### src/pdcer_defs.svh
`ifndef PDCER_DEFS_SVH
`define PDCER_DEFS_SVH

`define PDCER_ADDR_PATH_CFG 8'h73
`define PDCER_ADDR_CHAN_EN  8'h76
`define PDCER_RST_PATH_CFG  8'h18
`define PDCER_RST_CHAN_EN   8'hcc
`define PDCER_RDATA_IDLE    8'h00

`define PDCER_RESP_MSB      7
`define PDCER_RESP_LSB      6
`define PDCER_HPF_MSB       5
`define PDCER_HPF_LSB       4
`define PDCER_BQ_MSB        3
`define PDCER_BQ_LSB        2
`define PDCER_SOFT_OFF_BIT  1
`define PDCER_GANG_BIT      0
`define PDCER_REC_MSB       7
`define PDCER_REC_LSB       4
`define PDCER_PLAY_MSB      3
`define PDCER_PLAY_LSB      0

`endif

### src/pdcer_pkg.sv
package pdcer_pkg;

  typedef logic [7:0] pdcer_byte_t;

  typedef enum logic [1:0] {
    PDCER_RESP_LINEAR = 2'h0,
    PDCER_RESP_LOW    = 2'h1,
    PDCER_RESP_ULTRA  = 2'h2,
    PDCER_RESP_RSVD   = 2'h3
  } pdcer_resp_e;

  // IIR or fixed cutoffs in fractions of the sample rate
  typedef enum logic [1:0] {
    PDCER_HPF_IIR     = 2'h0,
    PDCER_HPF_FS_20U  = 2'h1,
    PDCER_HPF_FS_250U = 2'h2,
    PDCER_HPF_FS_2M   = 2'h3
  } pdcer_hpf_e;

  typedef struct packed {
    pdcer_resp_e response;
    pdcer_hpf_e  highpass;
    logic [1:0]  biquads;
    logic        soft_step_off;
    logic        volume_shared;
  } pdcer_path_s;

  // Index 1 is channel 1, the most significant bit
  typedef struct packed {
    logic [1:4] record_on;
    logic [1:4] playback_on;
  } pdcer_chan_s;

  typedef pdcer_byte_t [1:4] pdcer_vols_t;

  // Count of stages to per-stage enables
  function automatic logic [2:0] pdcer_bq_stages(input logic [1:0] count);
    logic [2:0] en;
    en = 3'h0;
    case (count)
      2'h1:    en = 3'h1;
      2'h2:    en = 3'h3;
      2'h3:    en = 3'h7;
      default: en = 3'h0;
    endcase
    return en;
  endfunction

endpackage

### src/pdcer_regs.sv
`include "pdcer_defs.svh"

module pdcer_regs
  import pdcer_pkg::*;
(
  input  wire logic        clock_i,           // Control-port clock
  input  wire logic        reset_n_i,         // Sync reset, active low
  input  wire logic        clk_en_i,          // Freezes state when low
  input  wire logic [7:0]  reg_addr_i,        // Register address
  input  wire logic        reg_wr_i,          // Write strobe
  input  wire logic [7:0]  reg_wdata_i,       // Write data
  input  wire logic        reg_rd_i,          // Read strobe
  input  wire pdcer_vols_t vol_i,             // Per-channel volume settings
  output logic [7:0]       reg_rdata_o,       // Read data
  output logic             reg_rvalid_o,      // Read data valid pulse
  output pdcer_path_s      path_cfg_o,        // Playback path fields
  output pdcer_chan_s      chan_en_o,         // Channel enables
  output logic [2:0]       biquad_stage_en_o, // Per-stage biquad enables
  output logic             soft_step_on_o,    // Soft-step volume changes
  output logic             resp_reserved_o,   // Reserved response code held
  output pdcer_vols_t      vol_o,             // Volume applied per channel
  output logic [1:4]       vol_valid_o        // Channel active and volume applied
);

  pdcer_path_s path_ff;
  pdcer_path_s nxt_path;
  pdcer_chan_s chan_ff;
  pdcer_chan_s nxt_chan;
  logic [7:0]  rdata_ff;
  logic [7:0]  nxt_rdata;
  logic        rvalid_ff;
  logic        nxt_rvalid;
  logic [2:0]  bq_en_ff;
  logic [2:0]  nxt_bq_en;
  logic        soft_on_ff;
  logic        nxt_soft_on;
  logic        rsvd_ff;
  logic        nxt_rsvd;
  logic        wr_path;
  logic        wr_chan;

  // Reset images; the decoded copies are seeded from the same value
  localparam pdcer_path_s RST_PATH = pdcer_path_s'(`PDCER_RST_PATH_CFG);
  localparam pdcer_chan_s RST_CHAN = pdcer_chan_s'(`PDCER_RST_CHAN_EN);

  function automatic logic addr_is(input logic [7:0] addr, input logic [7:0] target);
    return addr == target;
  endfunction

  assign wr_path = reg_wr_i && addr_is(reg_addr_i, `PDCER_ADDR_PATH_CFG);
  assign wr_chan = reg_wr_i && addr_is(reg_addr_i, `PDCER_ADDR_CHAN_EN);

  // Register contents and their decoded copies
  always_comb begin
    nxt_path = path_ff;
    nxt_chan = chan_ff;
    if (wr_path) begin
      nxt_path.response      = pdcer_resp_e'(reg_wdata_i[`PDCER_RESP_MSB:`PDCER_RESP_LSB]);
      nxt_path.highpass      = pdcer_hpf_e'(reg_wdata_i[`PDCER_HPF_MSB:`PDCER_HPF_LSB]);
      nxt_path.biquads       = reg_wdata_i[`PDCER_BQ_MSB:`PDCER_BQ_LSB];
      nxt_path.soft_step_off = reg_wdata_i[`PDCER_SOFT_OFF_BIT];
      nxt_path.volume_shared = reg_wdata_i[`PDCER_GANG_BIT];
    end
    if (wr_chan) begin
      nxt_chan.record_on   = reg_wdata_i[`PDCER_REC_MSB:`PDCER_REC_LSB];
      nxt_chan.playback_on = reg_wdata_i[`PDCER_PLAY_MSB:`PDCER_PLAY_LSB];
    end
    nxt_bq_en   = pdcer_bq_stages(nxt_path.biquads);
    nxt_soft_on = !nxt_path.soft_step_off;
    // Reserved code is stored as written; flagged for the filter logic
    nxt_rsvd    = (nxt_path.response == PDCER_RESP_RSVD);
  end

  always_ff @(posedge clock_i) begin
    if (!reset_n_i) begin
      path_ff    <= RST_PATH;
      chan_ff    <= RST_CHAN;
      bq_en_ff   <= pdcer_bq_stages(RST_PATH.biquads);
      soft_on_ff <= !RST_PATH.soft_step_off;
      rsvd_ff    <= (RST_PATH.response == PDCER_RESP_RSVD);
    end else if (clk_en_i) begin
      path_ff    <= nxt_path;
      chan_ff    <= nxt_chan;
      bq_en_ff   <= nxt_bq_en;
      soft_on_ff <= nxt_soft_on;
      rsvd_ff    <= nxt_rsvd;
    end
  end

  // Read port; unmapped addresses read zero
  always_comb begin
    nxt_rdata  = rdata_ff;
    nxt_rvalid = reg_rd_i;
    if (reg_rd_i) begin
      case (reg_addr_i)
        `PDCER_ADDR_PATH_CFG: nxt_rdata = path_ff;
        `PDCER_ADDR_CHAN_EN:  nxt_rdata = chan_ff;
        default:              nxt_rdata = `PDCER_RDATA_IDLE;
      endcase
    end
  end

  always_ff @(posedge clock_i) begin
    if (!reset_n_i) begin
      rdata_ff  <= `PDCER_RDATA_IDLE;
      rvalid_ff <= 1'b0;
    end else if (clk_en_i) begin
      rdata_ff  <= nxt_rdata;
      rvalid_ff <= nxt_rvalid;
    end
  end

  pdcer_vol_route u_vol_route (
    .clock_i     (clock_i),
    .reset_n_i   (reset_n_i),
    .clk_en_i    (clk_en_i),
    .shared_i    (path_ff.volume_shared),
    .active_i    (chan_ff.playback_on),
    .vol_i       (vol_i),
    .vol_o       (vol_o),
    .vol_valid_o (vol_valid_o)
  );

  assign reg_rdata_o       = rdata_ff;
  assign reg_rvalid_o      = rvalid_ff;
  assign path_cfg_o        = path_ff;
  assign chan_en_o         = chan_ff;
  assign biquad_stage_en_o = bq_en_ff;
  assign soft_step_on_o    = soft_on_ff;
  assign resp_reserved_o   = rsvd_ff;
endmodule

### src/pdcer_vol_route.sv
module pdcer_vol_route
  import pdcer_pkg::*;
(
  input  wire logic        clock_i,     // System clock
  input  wire logic        reset_n_i,   // Sync reset, active low
  input  wire logic        clk_en_i,    // Freezes state when low
  input  wire logic        shared_i,    // Gang all channels to channel 1
  input  wire logic [1:4]  active_i,    // Playback channel enables
  input  wire pdcer_vols_t vol_i,       // Per-channel volume settings
  output pdcer_vols_t      vol_o,       // Volume applied per channel
  output logic [1:4]       vol_valid_o  // Channel active and volume applied
);

  pdcer_vols_t vol_ff;
  pdcer_vols_t nxt_vol;
  logic [1:4]  valid_ff;
  logic [1:4]  nxt_valid;

  always_comb begin
    nxt_vol   = vol_ff;
    nxt_valid = valid_ff;
    for (int ch = 1; ch <= 4; ch++) begin
      nxt_vol[ch] = shared_i ? vol_i[1] : vol_i[ch];
    end
    nxt_valid = active_i;
  end

  always_ff @(posedge clock_i) begin
    if (!reset_n_i) begin
      vol_ff   <= '0;
      valid_ff <= '0;
    end else if (clk_en_i) begin
      vol_ff   <= nxt_vol;
      valid_ff <= nxt_valid;
    end
  end

  assign vol_o       = vol_ff;
  assign vol_valid_o = valid_ff;
endmodule

### config.mk
export PLATFORM = sky130hd
export DESIGN_NAME = pdcer_regs
export DESIGN_NICKNAME = d
export VERILOG_FILES = /design/src/pdcer_pkg.sv /design/src/pdcer_regs.sv /design/src/pdcer_vol_route.sv
export VERILOG_INCLUDE_DIRS = /design/src /design/src/src
export SDC_FILE = /design/constraint.sdc
export NUM_CORES = 1
export LEC_CHECK = 0
export BUFFER_PORTS_ARGS = -buffer_cell sky130_fd_sc_hd__buf_2
export CORE_MARGIN = 4
export CORE_UTILIZATION = 51
export CTS_CLUSTER_DIAMETER = 60
export DETAILED_ROUTE_END_ITERATION = 8
export HOLD_SLACK_MARGIN = 0.1
export PLACE_DENSITY = 0.85
export SYNTH_ARGS = -nofsm -noshare
export SYNTH_HDL_FRONTEND = slang
export SYNTH_SLANG_ARGS = --single-unit
### constraint.sdc
create_clock -name clock_i -period 2.5 [get_ports clock_i]
set_input_delay 0.25 -clock clock_i [delete_from_list [all_inputs] [get_ports clock_i]]
set_output_delay 0.25 -clock clock_i [all_outputs]
set_load 0.1 [all_outputs]
======== Word level (Yosys, flattened, before mapping) ========
Cells that the tools add are included.
word-level totals
  flip-flop bits (word level) ............. 66
  input bits .............................. 53
  output and inout bits ................... 66
cells by class
  equal/unequal tests ..................... 6
  multiplexer cells ....................... 6
  reductions and logical operators ........ 6
operators with widths
  kind                                                  count
  2-to-1 mux 8 bit                                      4
  equality test 8 x 7 -> 1 bit (second input constant)  2
  one-hot mux 8 bit (2 select lines)                    1
  one-hot mux 3 bit (3 select lines)                    1
  equality test 2 bit (second input constant)           3
  AND reduction 2 bit                                   3
  equality test 2 x 1 -> 1 bit (second input constant)  1
  logical AND 1 bit                                     2
  logical NOT 1 bit                                     1

======== Longest topological paths before layout ========
Gate-level depths: netlist of run 1.
  word-level depth ........................ 5
  gate-level depth with buffers ........... 6
  depth with buffers taken out ............ 4

======== By module ========
From an unflattened synthesis of run 1, not the netlist that was laid out.
second synthesis, totals
  cells, all modules ...................... 326
  area total of the unflattened synthesis .. 3051.7 um2
by module, submodules not included
  module           times used  cells each  area an instance (um2)
  pdcer_regs       1           173         1576.5
  pdcer_vol_route  1           153         1475.2

======== Worst setup path after synthesis of run 1 ========
OpenSTA, ideal clock, no wires.
  kind .................................... register to output
  start ................................... register path_ff (netlist bit path_cfg_o[3])
  end ..................................... output port path_cfg_o[3] (netlist name)
  data arrival time ....................... 1.426 ns
  path slack .............................. 0.824 ns
  stages on the path, launching flop included .. 2
  buffers on the path ..................... 1
  cells stage by stage .................... dfxtp_1 > buf_4
RTL lines
  item                    line              text
  from (decl)             pdcer_regs.sv:25  pdcer_path_s path_ff;
  from (signal assigned)  pdcer_regs.sv:82  path_ff <= nxt_path;
  to (decl)               pdcer_regs.sv:16  output pdcer_path_s path_cfg_o,
No word-level cell between the ends.

======== Worst setup path in the final report of run 1 ========
  start ................................... register path_ff (netlist bit path_cfg_o[0])
  end ..................................... output port path_cfg_o[0] (netlist name)
No word-level cell between the ends.

==> results of run 1 <==
-- area by class of cell --
class | count | area, um2
tap | 70 | 87.58
multi-input combinational | 191 | 1331
clock inverter | 5 | 31.28
sequential | 65 | 1301
inverter | 1 | 3.754
timing repair buffer | 123 | 628.1
fill | 459 | 1648
clock buffer | 11 | 141.4
-- metal layers --
metal / global-route usage, % / part of all wire [%] / vias to the layer above / wire length [um]
met5: 0 / 0 / - / 0
met4: 7.309 / 1.4 / 0 / 101
met3: 5.154 / 5.1 / 10 / 359
met2: 35.59 / 51 / 63 / 3561
met1: 26.74 / 43 / 1138 / 3016
li1: - / - / 1216 / -
-- flip-flops by register name, indices dropped and copies added, names as in the netlist, named ones only --
signal	flops
path_cfg_o	7
chan_en_o	8
u_vol_route.vol_valid_o	4
biquad_stage_en_o	2
reg_rvalid_o	1
u_vol_route.vol_o	32
soft_step_on_o	1
reg_rdata_o	8
resp_reserved_o	1
-- metrics by stage --
stage	hold WS, ns	total power (uW)
after floorplan	0.3751	1514
after global placement	0.4637	1622
after detailed placement	0.4779	1629
after CTS	0.1429	2387
after global routing	0.1673	2465
final	0.1595	2358
-- where the power goes --
part           leakage, uW  switching (uW)  total, uW  internal [uW]
clock network    0.0000891             368        751            383
logic             0.000972             408        512            104
registers         0.000533            18.1       1090           1080
-- synthesized netlist by cell type --
library cell  number
nor3_1             1
and4_1             1
and2_1             9
a21oi_1           24
buf_2              9
nor2b_1           24
dfxtp_1           65
buf_1              1
clkbuf_1          10
o21ai_1            1
nand3b_1           2
buf_4              3
mux2i_1           53
a31oi_1            2
nand3_1            3
and4b_4            1
nand2_1           17
buf_12             1
and2b_1            1
nand2_2            1
nor2_1             3
a22oi_1            8
inv_1              1
and4_4             1
o21ai_0           27
nand4_4            1
a21boi_0           3
o31ai_1            8
-- cells by family after synthesis --
family,synth area share (%)
AOI/OAI and AO/OA,15.02
DFF,47.06
and+or+nand+nor,13.94
muxes,19.19
buffers and inverters,4.796
-- path summary, 6_finish.rpt --
path,slack (ns),to
max,0.70,path_cfg_o[0]
min,0.16,path_cfg_o[4]$_SDFFE_PN1P_
max reg2reg,1.25,u_vol_route.vol_o[15]$_SDFFE_PN0P_
min reg2reg,0.49,reg_rvalid_o$_SDFFE_PN0P_
-- critical path, cell delays in order (launching register included) --
cell,delay (ns)
dfxtp_1,0.33
buf_4,0.39
buf_2,0.51
==> impl_metrics.json, run 1 <==
{
  "outcome": "completed",
  "cts_resized": 0,
  "final_antenna_net_count": 0,
  "reg2reg_from": "path_cfg_o[0]$_SDFFE_PN0P_",
  "wl_um": 7039,
  "via_count": 2427,
  "start_kind": "flip-flop",
  "whs_path_depth": 3,
  "r2r_cells": 3,
  "design_area_um2": 3525,
  "ctsHoldBuffers": 0,
  "num_io_pins": 119,
  "max-slew-margin-rel_pct": 50.35,
  "layout.cells.non_filler": 466,
  "utilization_pct": 68.14,
  "die_y_um": 81.64,
  "yosysTopAreaCell": "dfxtp_1",
  "path_class": "reg2out",
  "worstHoldStart": "reg_wdata_i[4]",
  "cp.arrival_ns": 1.55,
  "initial_utilization_pct": 53.46,
  "post_cts_buffers": 0,
  "grtUsageTotal_pct": 21.26,
  "p_leak_uw": 0.001595,
  "finClkSkew_ns": 0.01317,
  "setup_slack_ns": 0.7048,
  "tns_ns": 0,
  "drc": 0,
  "port_buffers": 118,
  "postSynthAreaPerCell_um2": 9.840,
  "grt_max_degree": 67,
  "synthCells": 281,
  "htree_levels": 3,
  "ys_seq_elements": 65,
  "ys_types": 28,
  "clkSinkCount": 65,
  "place_area_um2": 3352,
  "drtPass1Iterations": 4,
  "avgRoutedWirePerCell_um": 15.11,
  "clkSlewWorstSetupHoldPaths_ns": 0.07,
  "coreArea_um2": 5172,
  "drive_gt1_share_pct": 35.86,
  "cts_tree": "yes",
  "setup_violations": 0,
  "layout.nets": 444,
  "synth_top_area_share_pct": 47.06,
  "grt_pass1_vias": 2364,
  "synthesis.nets": 334,
  "dieArea_um2": 6664,
  "final_common_cell": "buf_2",
  "grt-ovfl-total": 0,
  "placed_cells": 450,
  "crit_fanout": 26,
  "die_x_um": 81.64,
  "dp_hpwl_um": 5038,
  "hold_class": "in2reg",
  "cts_made_buffers": 9,
  "vdd_drop_max_v": 0.0004228,
  "fmax_ghz": 0.5570,
  "row_count": 26,
  "drtIter0Drc": 117,
  "worstPathRequired_ns": 2.25,
  "dpl_worst_slack_ns": 0.9761,
  "end_kind": "output pin",
  "clock_latency_ns": 0.32,
  "antenna_found_initial": 0,
  "rsz0062_at_grt": "false",
  "startpoint": "path_cfg_o[0]$_SDFFE_PN0P_",
  "syn_area_um2": 2765,
  "maxCapViolCount": 0,
  "yosysSeqAreaShare_pct": 47.06,
  "place_congestion": 0.7923,
  "clockRootBuffer": "clkbuf_8",
  "finalCriticalPeriod_ns": 1.795,
  "antenna_cells": 0,
  "slew_viol_final": 0,
  "clock_path_buffers": 2,
  "most-common-layout-cells": "buf_2, dfxtp_1, mux2i_1, o21ai_0",
  "synthToLayoutAreaGrowth_pct": 27.47,
  "tightest_slew_ns": 0.7448,
  "finalHoldViolations": 0,
  "synthTopCellsByArea": "dfxtp_1, mux2i_1, nor2b_1, o21ai_0, a21oi_1",
  "power.density_nw_per_um2": 668.9,
  "final.period_utilization_pct": 71.81,
  "yosys_warnings": 0,
  "post_drt_via_cell_ratio": 5.208,
  "grt_pass1_wl_um": 11050
}
(Power assumes the default switching activity.)
==> run 2: changes to the inputs <==
--- a/config.mk
+++ b/config.mk
@@ -6,13 +6,14 @@
 export SDC_FILE = /design/constraint.sdc
 export NUM_CORES = 1
 export LEC_CHECK = 0
+export ABC_AREA = 1
 export BUFFER_PORTS_ARGS = -buffer_cell sky130_fd_sc_hd__buf_2
 export CORE_MARGIN = 4
-export CORE_UTILIZATION = 51
+export CORE_UTILIZATION = 43
 export CTS_CLUSTER_DIAMETER = 60
 export DETAILED_ROUTE_END_ITERATION = 8
 export HOLD_SLACK_MARGIN = 0.1
-export PLACE_DENSITY = 0.85
+export PLACE_DENSITY = 0.76
 export SYNTH_ARGS = -nofsm -noshare
 export SYNTH_HDL_FRONTEND = slang
 export SYNTH_SLANG_ARGS = --single-unit
==> constraint.sdc (replaced) <==
create_clock -name clock_i -period 1.44 [get_ports clock_i]
set_input_delay 0.144 -clock clock_i [delete_from_list [all_inputs] [get_ports clock_i]]
set_output_delay 0.144 -clock clock_i [all_outputs]
set_load 0.1 [all_outputs]
==> impl_metrics.json, run 2 <==
{
  "start_kind": "flip-flop",
  "drtIter0Drc": 100,
  "final.period_utilization_pct": 91.99,
  "clock_latency_ns": 0.33,
  "synth_top_area_share_pct": 46.62,
  "grt_pass1_vias": 2686,
  "tns_ns": 0,
  "dpl_worst_slack_ns": 0.1623,
  "synthCells": 362,
  "switching_power_uw": 1607,
  "yosysSeqAreaShare_pct": 46.62,
  "synthToLayoutAreaGrowth_pct": 34.47,
  "most-common-layout-cells": "buf_2, inv_1, dfxtp_1, nand2_1, nor2_1",
  "fin_hold_ws_ns": 0.1126,
  "yosys_warnings": 0,
  "p_leak_uw": 0.002025,
  "synth_commonest_cells": "inv_1, dfxtp_1, nand2_1",
  "clkSlewWorstSetupHoldPaths_ns": 0.07,
  "post_cts_buffers": 0,
  "final_common_cell": "buf_2",
  "drc": 0,
  "sw_frac_of_total_pct": 37.03,
  "avgRoutedWirePerCell_um": 13.29,
  "synthFlopType": "dfxtp_1",
  "place_congestion": 0.8472,
  "synth_async_sr_flop_share_pct": 0,
  "htree_levels": 3,
  "slew_viol_final": 0,
  "cp.arrival_ns": 1.18,
  "ctsHoldBuffers": 15,
  "multi_input_area_um2": 1072,
  "coreArea_um2": 6314,
  "drive_gt1_share_pct": 32.26,
  "cp_top_family": "buffers and inverters",
  "rsz0062_at_grt": "false",
  "max-slew-margin-rel_pct": 66.53,
  "ys_seq_elements": 65,
  "combPwrFrac_pct": 26.1,
  "fillers": 591,
  "grt_max_degree": 49,
  "die_x_um": 88.57,
  "seqCellArea_um2": 1303,
  "via_count": 2894,
  "p_int_uw": 2733,
  "tightest_slew_ns": 0.5056,
  "fmax_ghz": 0.7549,
  "syn_area_um2": 2791,
  "clock_path_buffers": 2,
  "cts_tree": "yes",
  "cp_slowest_cell": "buf_2",
  "setup_violations": 0,
  "clkSinkCount": 65,
  "postSynthAreaPerCell_um2": 7.711,
  "maxCapViolCount": 0,
  "finalHoldViolations": 0,
  "largest_reg_flops": 32,
  "post_drt_via_cell_ratio": 5.051,
  "drtPass1Iterations": 5,
  "end_kind": "output pin",
  "antenna_found_initial": 0,
  "worstPathRequired_ns": 1.30,
  "design_area_um2": 3754,
  "cp_num_buf_inv": 1,
  "vdd_drop_max_v": 0.0007333,
  "power.density_nw_per_um2": 1156,
  "layout.nets": 544,
  "seq_power_share_pct": 44.6,
  "wl_um": 7616,
  "synthesis.nets": 415,
  "ys_types": 26,
  "dp_hpwl_um": 5544,
  "setup_slack_ns": 0.1153,
  "synth_edf_count": 0,
  "grtUsageTotal_pct": 19.45,
  "cts_resized": 0,
  "place_area_um2": 3448,
  "cpPeakStageDelay_ns": 0.46,
  "path_cells": "buf_2",
  "grt-ovfl-total": 0,
  "power_frac_clock_pct": 29.3,
  "outcome": "completed",
  "antenna_cells": 0,
  "cts_made_buffers": 9,
  "finClkSkew_ns": 0.006092,
  "path_class": "reg2out",
  "die_y_um": 88.57,
  "row_count": 29,
  "num_io_pins": 119,
  "grt_pass1_wl_um": 11940,
  "yosysMostFrequentCell": "inv_1",
  "initial_utilization_pct": 44.21,
  "synthTopCellsByArea": "dfxtp_1, inv_1, o221ai_1, nand2_1, nand3_1",
  "crit_fanout": 4,
  "yosysTopAreaCell": "dfxtp_1",
  "hold_class": "in2reg",
  "clockRootBuffer": "clkbuf_8",
  "port_buffers": 118,
  "dieArea_um2": 7845,
  "final_antenna_net_count": 0,
  "finalCriticalPeriod_ns": 1.325
}
-- run 2: cell count changes in the layout (fill, tap and decap cells not counted), sizes merged, moves of 26 or more --
cell and delta:
nor2 +35, inv +74, nand3 +26, mux2i -53
nand2 +34
-- run 2: area by class of cell --
cell class / instances / share of cell area, %
multi-input cells: 197 / 28.57
repair buffers: 140 / 22.20
well taps: 77 / 2.567
inverters: 78 / 7.833
flip-flops and latches: 65 / 34.70
clock inverters: 4 / 0.5333
clock buffers: 12 / 3.600
-- run 2: cell families after synthesis --
kind of cell / synth area share, %
DFF: 46.62
and+or+nand+nor: 20.35
AOI/OAI and AO/OA: 18.06
buffers and inverters: 14.97
-- run 2: through the flow --
stage / total power [uW] / std cells / utilization (%)
5_1_grt: 4509 / 573 / 59.45
6_report: 4340 / 573 / 59.45
4_1_cts: 4373 / 573 / 59.45
3_3_place_gp: 3066 / 542 / 54.62
3_5_place_dp: 3078 / 542 / 54.62
2_1_floorplan: 2853 / 362 / -
-- run 2: worst register-to-register path, cell delays in order (launching register included) --
cell and delay, ns:
dfxtp_1 0.42, inv_2 0.13, o21ai_1 0.30, o221ai_1 0.15
inv_1 0.07
-- run 2: worst paths after layout --
kind                                             to  slack (ns)  depth (start not counted)                    startpoint
hold / removal            chan_en_o[0]$_SDFFE_PN0P_        0.11                          3                reg_wdata_i[0]
setup reg to reg  u_vol_route.vol_o[0]$_SDFFE_PN0P_        0.31                          4    path_cfg_o[0]$_SDFFE_PN0P_
hold reg to reg        resp_reserved_o$_SDFFE_PN0P_        0.48                          2  resp_reserved_o$_SDFFE_PN0P_
setup / recovery                      path_cfg_o[2]        0.12                          1    path_cfg_o[2]$_SDFFE_PN0P_
-- run 2: power by group through the flow --
stage | sequential [uW] | combinational (uW) | clock (uW)
finish | 1940 | 1130 | 1270
global route | 1940 | 1190 | 1380
CTS | 1940 | 1130 | 1300
detailed placement | 1980 | 1100 | 0
global placement | 1970 | 1090 | 0
floorplan | 2620 | 235 | 0
-- run 2: per-layer routing --
layer	GRT usage (%)	wire, um	part of all wire [%]
met5	0	0	0
met4	10.44	251	3.3
met3	2.980	528	6.9
met2	32.83	3702	49
met1	23.77	3134	41
==> run 3: changes to the inputs <==
--- a/config.mk
+++ b/config.mk
@@ -10,8 +10,10 @@
 export BUFFER_PORTS_ARGS = -buffer_cell sky130_fd_sc_hd__buf_2
 export CORE_MARGIN = 4
 export CORE_UTILIZATION = 43
+export CTS_BUF_LIST = sky130_fd_sc_hd__clkbuf_4 sky130_fd_sc_hd__clkbuf_8 sky130_fd_sc_hd__clkbuf_16
 export CTS_CLUSTER_DIAMETER = 60
 export DETAILED_ROUTE_END_ITERATION = 8
+export GPL_ROUTABILITY_DRIVEN = 0
 export HOLD_SLACK_MARGIN = 0.1
 export PLACE_DENSITY = 0.76
 export SYNTH_ARGS = -nofsm -noshare
==> impl_metrics.json, run 3 (synthesis results as in run 2) <==
{
  "drc": 0,
  "final_common_cell": "buf_2",
  "antenna_found_initial": 0,
  "tns_ns": 0,
  "finClkSkew_ns": 0.006707,
  "final.period_utilization_pct": 92.01,
  "post_cts_buffers": 0,
  "cp.arrival_ns": 1.18,
  "setup_slack_ns": 0.1151,
  "wl_um": 7614,
  "path_depth": 1,
  "rrSetupSlack_ns": 0.31,
  "clock_latency_ns": 0.32,
  "worstPathRequired_ns": 1.30,
  "dp_hpwl_um": 5544,
  "path_cells": "buf_2",
  "tightest_slew_ns": 0.5056,
  "dieArea_um2": 7845,
  "finalCriticalPeriod_ns": 1.325,
  "die_x_um": 88.57,
  "grtUsageTotal_pct": 19.52,
  "initial_utilization_pct": 44.21,
  "largest_reg_flops": 32,
  "drtPass1Iterations": 5,
  "port_buffers": 118,
  "finalHoldViolations": 0,
  "cts_tree": "yes",
  "antenna_cells": 0,
  "setup_violations": 0,
  "r2r-end": "u_vol_route.vol_o[0]$_SDFFE_PN0P_",
  "p_leak_uw": 0.002036,
  "outcome": "completed",
  "power_uw": 4386,
  "min_to": "chan_en_o[0]$_SDFFE_PN0P_",
  "layout.nets": 544,
  "most-common-layout-cells": "buf_2, inv_1, dfxtp_1, nand2_1, nor2_1",
  "maxCapViolCount": 0,
  "clockRootBuffer": "clkbuf_8",
  "fillers": 587,
  "fin_hold_ws_ns": 0.1169,
  "avgRoutedWirePerCell_um": 13.29,
  "cpPeakStageDelay_ns": 0.46,
  "worstHoldStart": "reg_wdata_i[0]",
  "grt-ovfl-total": 0,
  "reg2reg_from": "path_cfg_o[0]$_SDFFE_PN0P_",
  "grt_max_degree": 49,
  "row_count": 29,
  "drive_gt1_share_pct": 32.86,
  "clkSlewWorstSetupHoldPaths_ns": 0.07,
  "dpl_worst_slack_ns": 0.1623,
  "num_io_pins": 119,
  "grt_pass1_vias": 2711,
  "drtIter0Drc": 113,
  "start_kind": "flip-flop",
  "synthToLayoutAreaGrowth_pct": 34.87,
  "clock_path_buffers": 2,
  "fmax_ghz": 0.7548,
  "post_drt_via_cell_ratio": 5.042,
  "cp_slowest_cell": "buf_2",
  "rsz0062_at_grt": "false",
  "end_kind": "output pin",
  "path_class": "reg2out",
  "hold_class": "in2reg",
  "coreArea_um2": 6314,
  "cts_made_buffers": 9,
  "grt_pass1_wl_um": 12010,
  "htree_levels": 3,
  "cp_top_family": "buffers and inverters",
  "r2r_cells": 4,
  "seqCellArea_um2": 1303,
  "power.density_nw_per_um2": 1165,
  "whs_path_depth": 3,
  "max-slew-margin-rel_pct": 66.52,
  "vdd_drop_max_v": 0.0007298,
  "clkSinkCount": 65,
  "die_y_um": 88.57,
  "crit_fanout": 4,
  "slew_viol_final": 0,
  "via_count": 2889,
  "final_antenna_net_count": 0,
  "multi_input_area_um2": 1072,
  "cp_num_buf_inv": 1
}
-- run 3: changes by cell type in the layout (fill, tap and decap cells not counted) --
cell / change
clkbuf_4: +3
clkbuf_1: -3
-- run 3: where the power goes --
part	switching, uW	internal [uW]	leakage (uW)
Sequential	47.5	1890	0.000535
Clock	646	671	0.0000942
Combinational	903	230	0.00141
Total	1600	2790	0.00204
-- run 3: cell type report --
cell class,count,share of cell area [%]
repair buffers,140,22.13
flip-flops and latches,65,34.60
clock buffers,12,3.888
multi-input cells,197,28.48
clock inverters,4,0.5317
well taps,77,2.559
inverters,78,7.810
-- run 3: how the worst max path moves through the flow --
stage | to | startpoint
2_1_floorplan | resp_reserved_o$_SDFFE_PN0P_ | path_cfg_o[7]$_SDFFE_PN0P_
3_3_place_gp | chan_en_o[5]$_SDFFE_PN0P_ | reg_addr_i[7]
3_5_place_dp | chan_en_o[5]$_SDFFE_PN0P_ | reg_addr_i[7]
4_1_cts | path_cfg_o[2] | path_cfg_o[2]$_SDFFE_PN0P_
5_1_grt | u_vol_route.vol_o[27]$_SDFFE_PN0P_ | reset_n_i
6_report | path_cfg_o[2] | path_cfg_o[2]$_SDFFE_PN0P_
-- run 3: metrics by stage --
step | util (%) | instances | area (um2)
after floorplan | - | 362 | 2793
after global placement | 54.62 | 542 | 3448
after detailed placement | 54.62 | 542 | 3448
after CTS | 59.63 | 573 | 3765
after global routing | 59.63 | 573 | 3765
final | 59.63 | 573 | 3765
-- run 3: what timing repair did --
| action | CTS | global route |
|---|---|---|
| hold buffers | 15 | 0 |
| setup endpoints to repair | 0 | 0 |
| gates resized for setup | 0 | 0 |
| hold endpoints to repair | 16 | 0 |
-- run 3: per-layer routing --
metal	routed length (um)	GRT usage, %	vias up
met2	3702	32.90	130
met4	251	10.99	0
li1	-	-	1434
met1	3193	23.71	1301
met3	466	2.980	24
met5	0	0	-
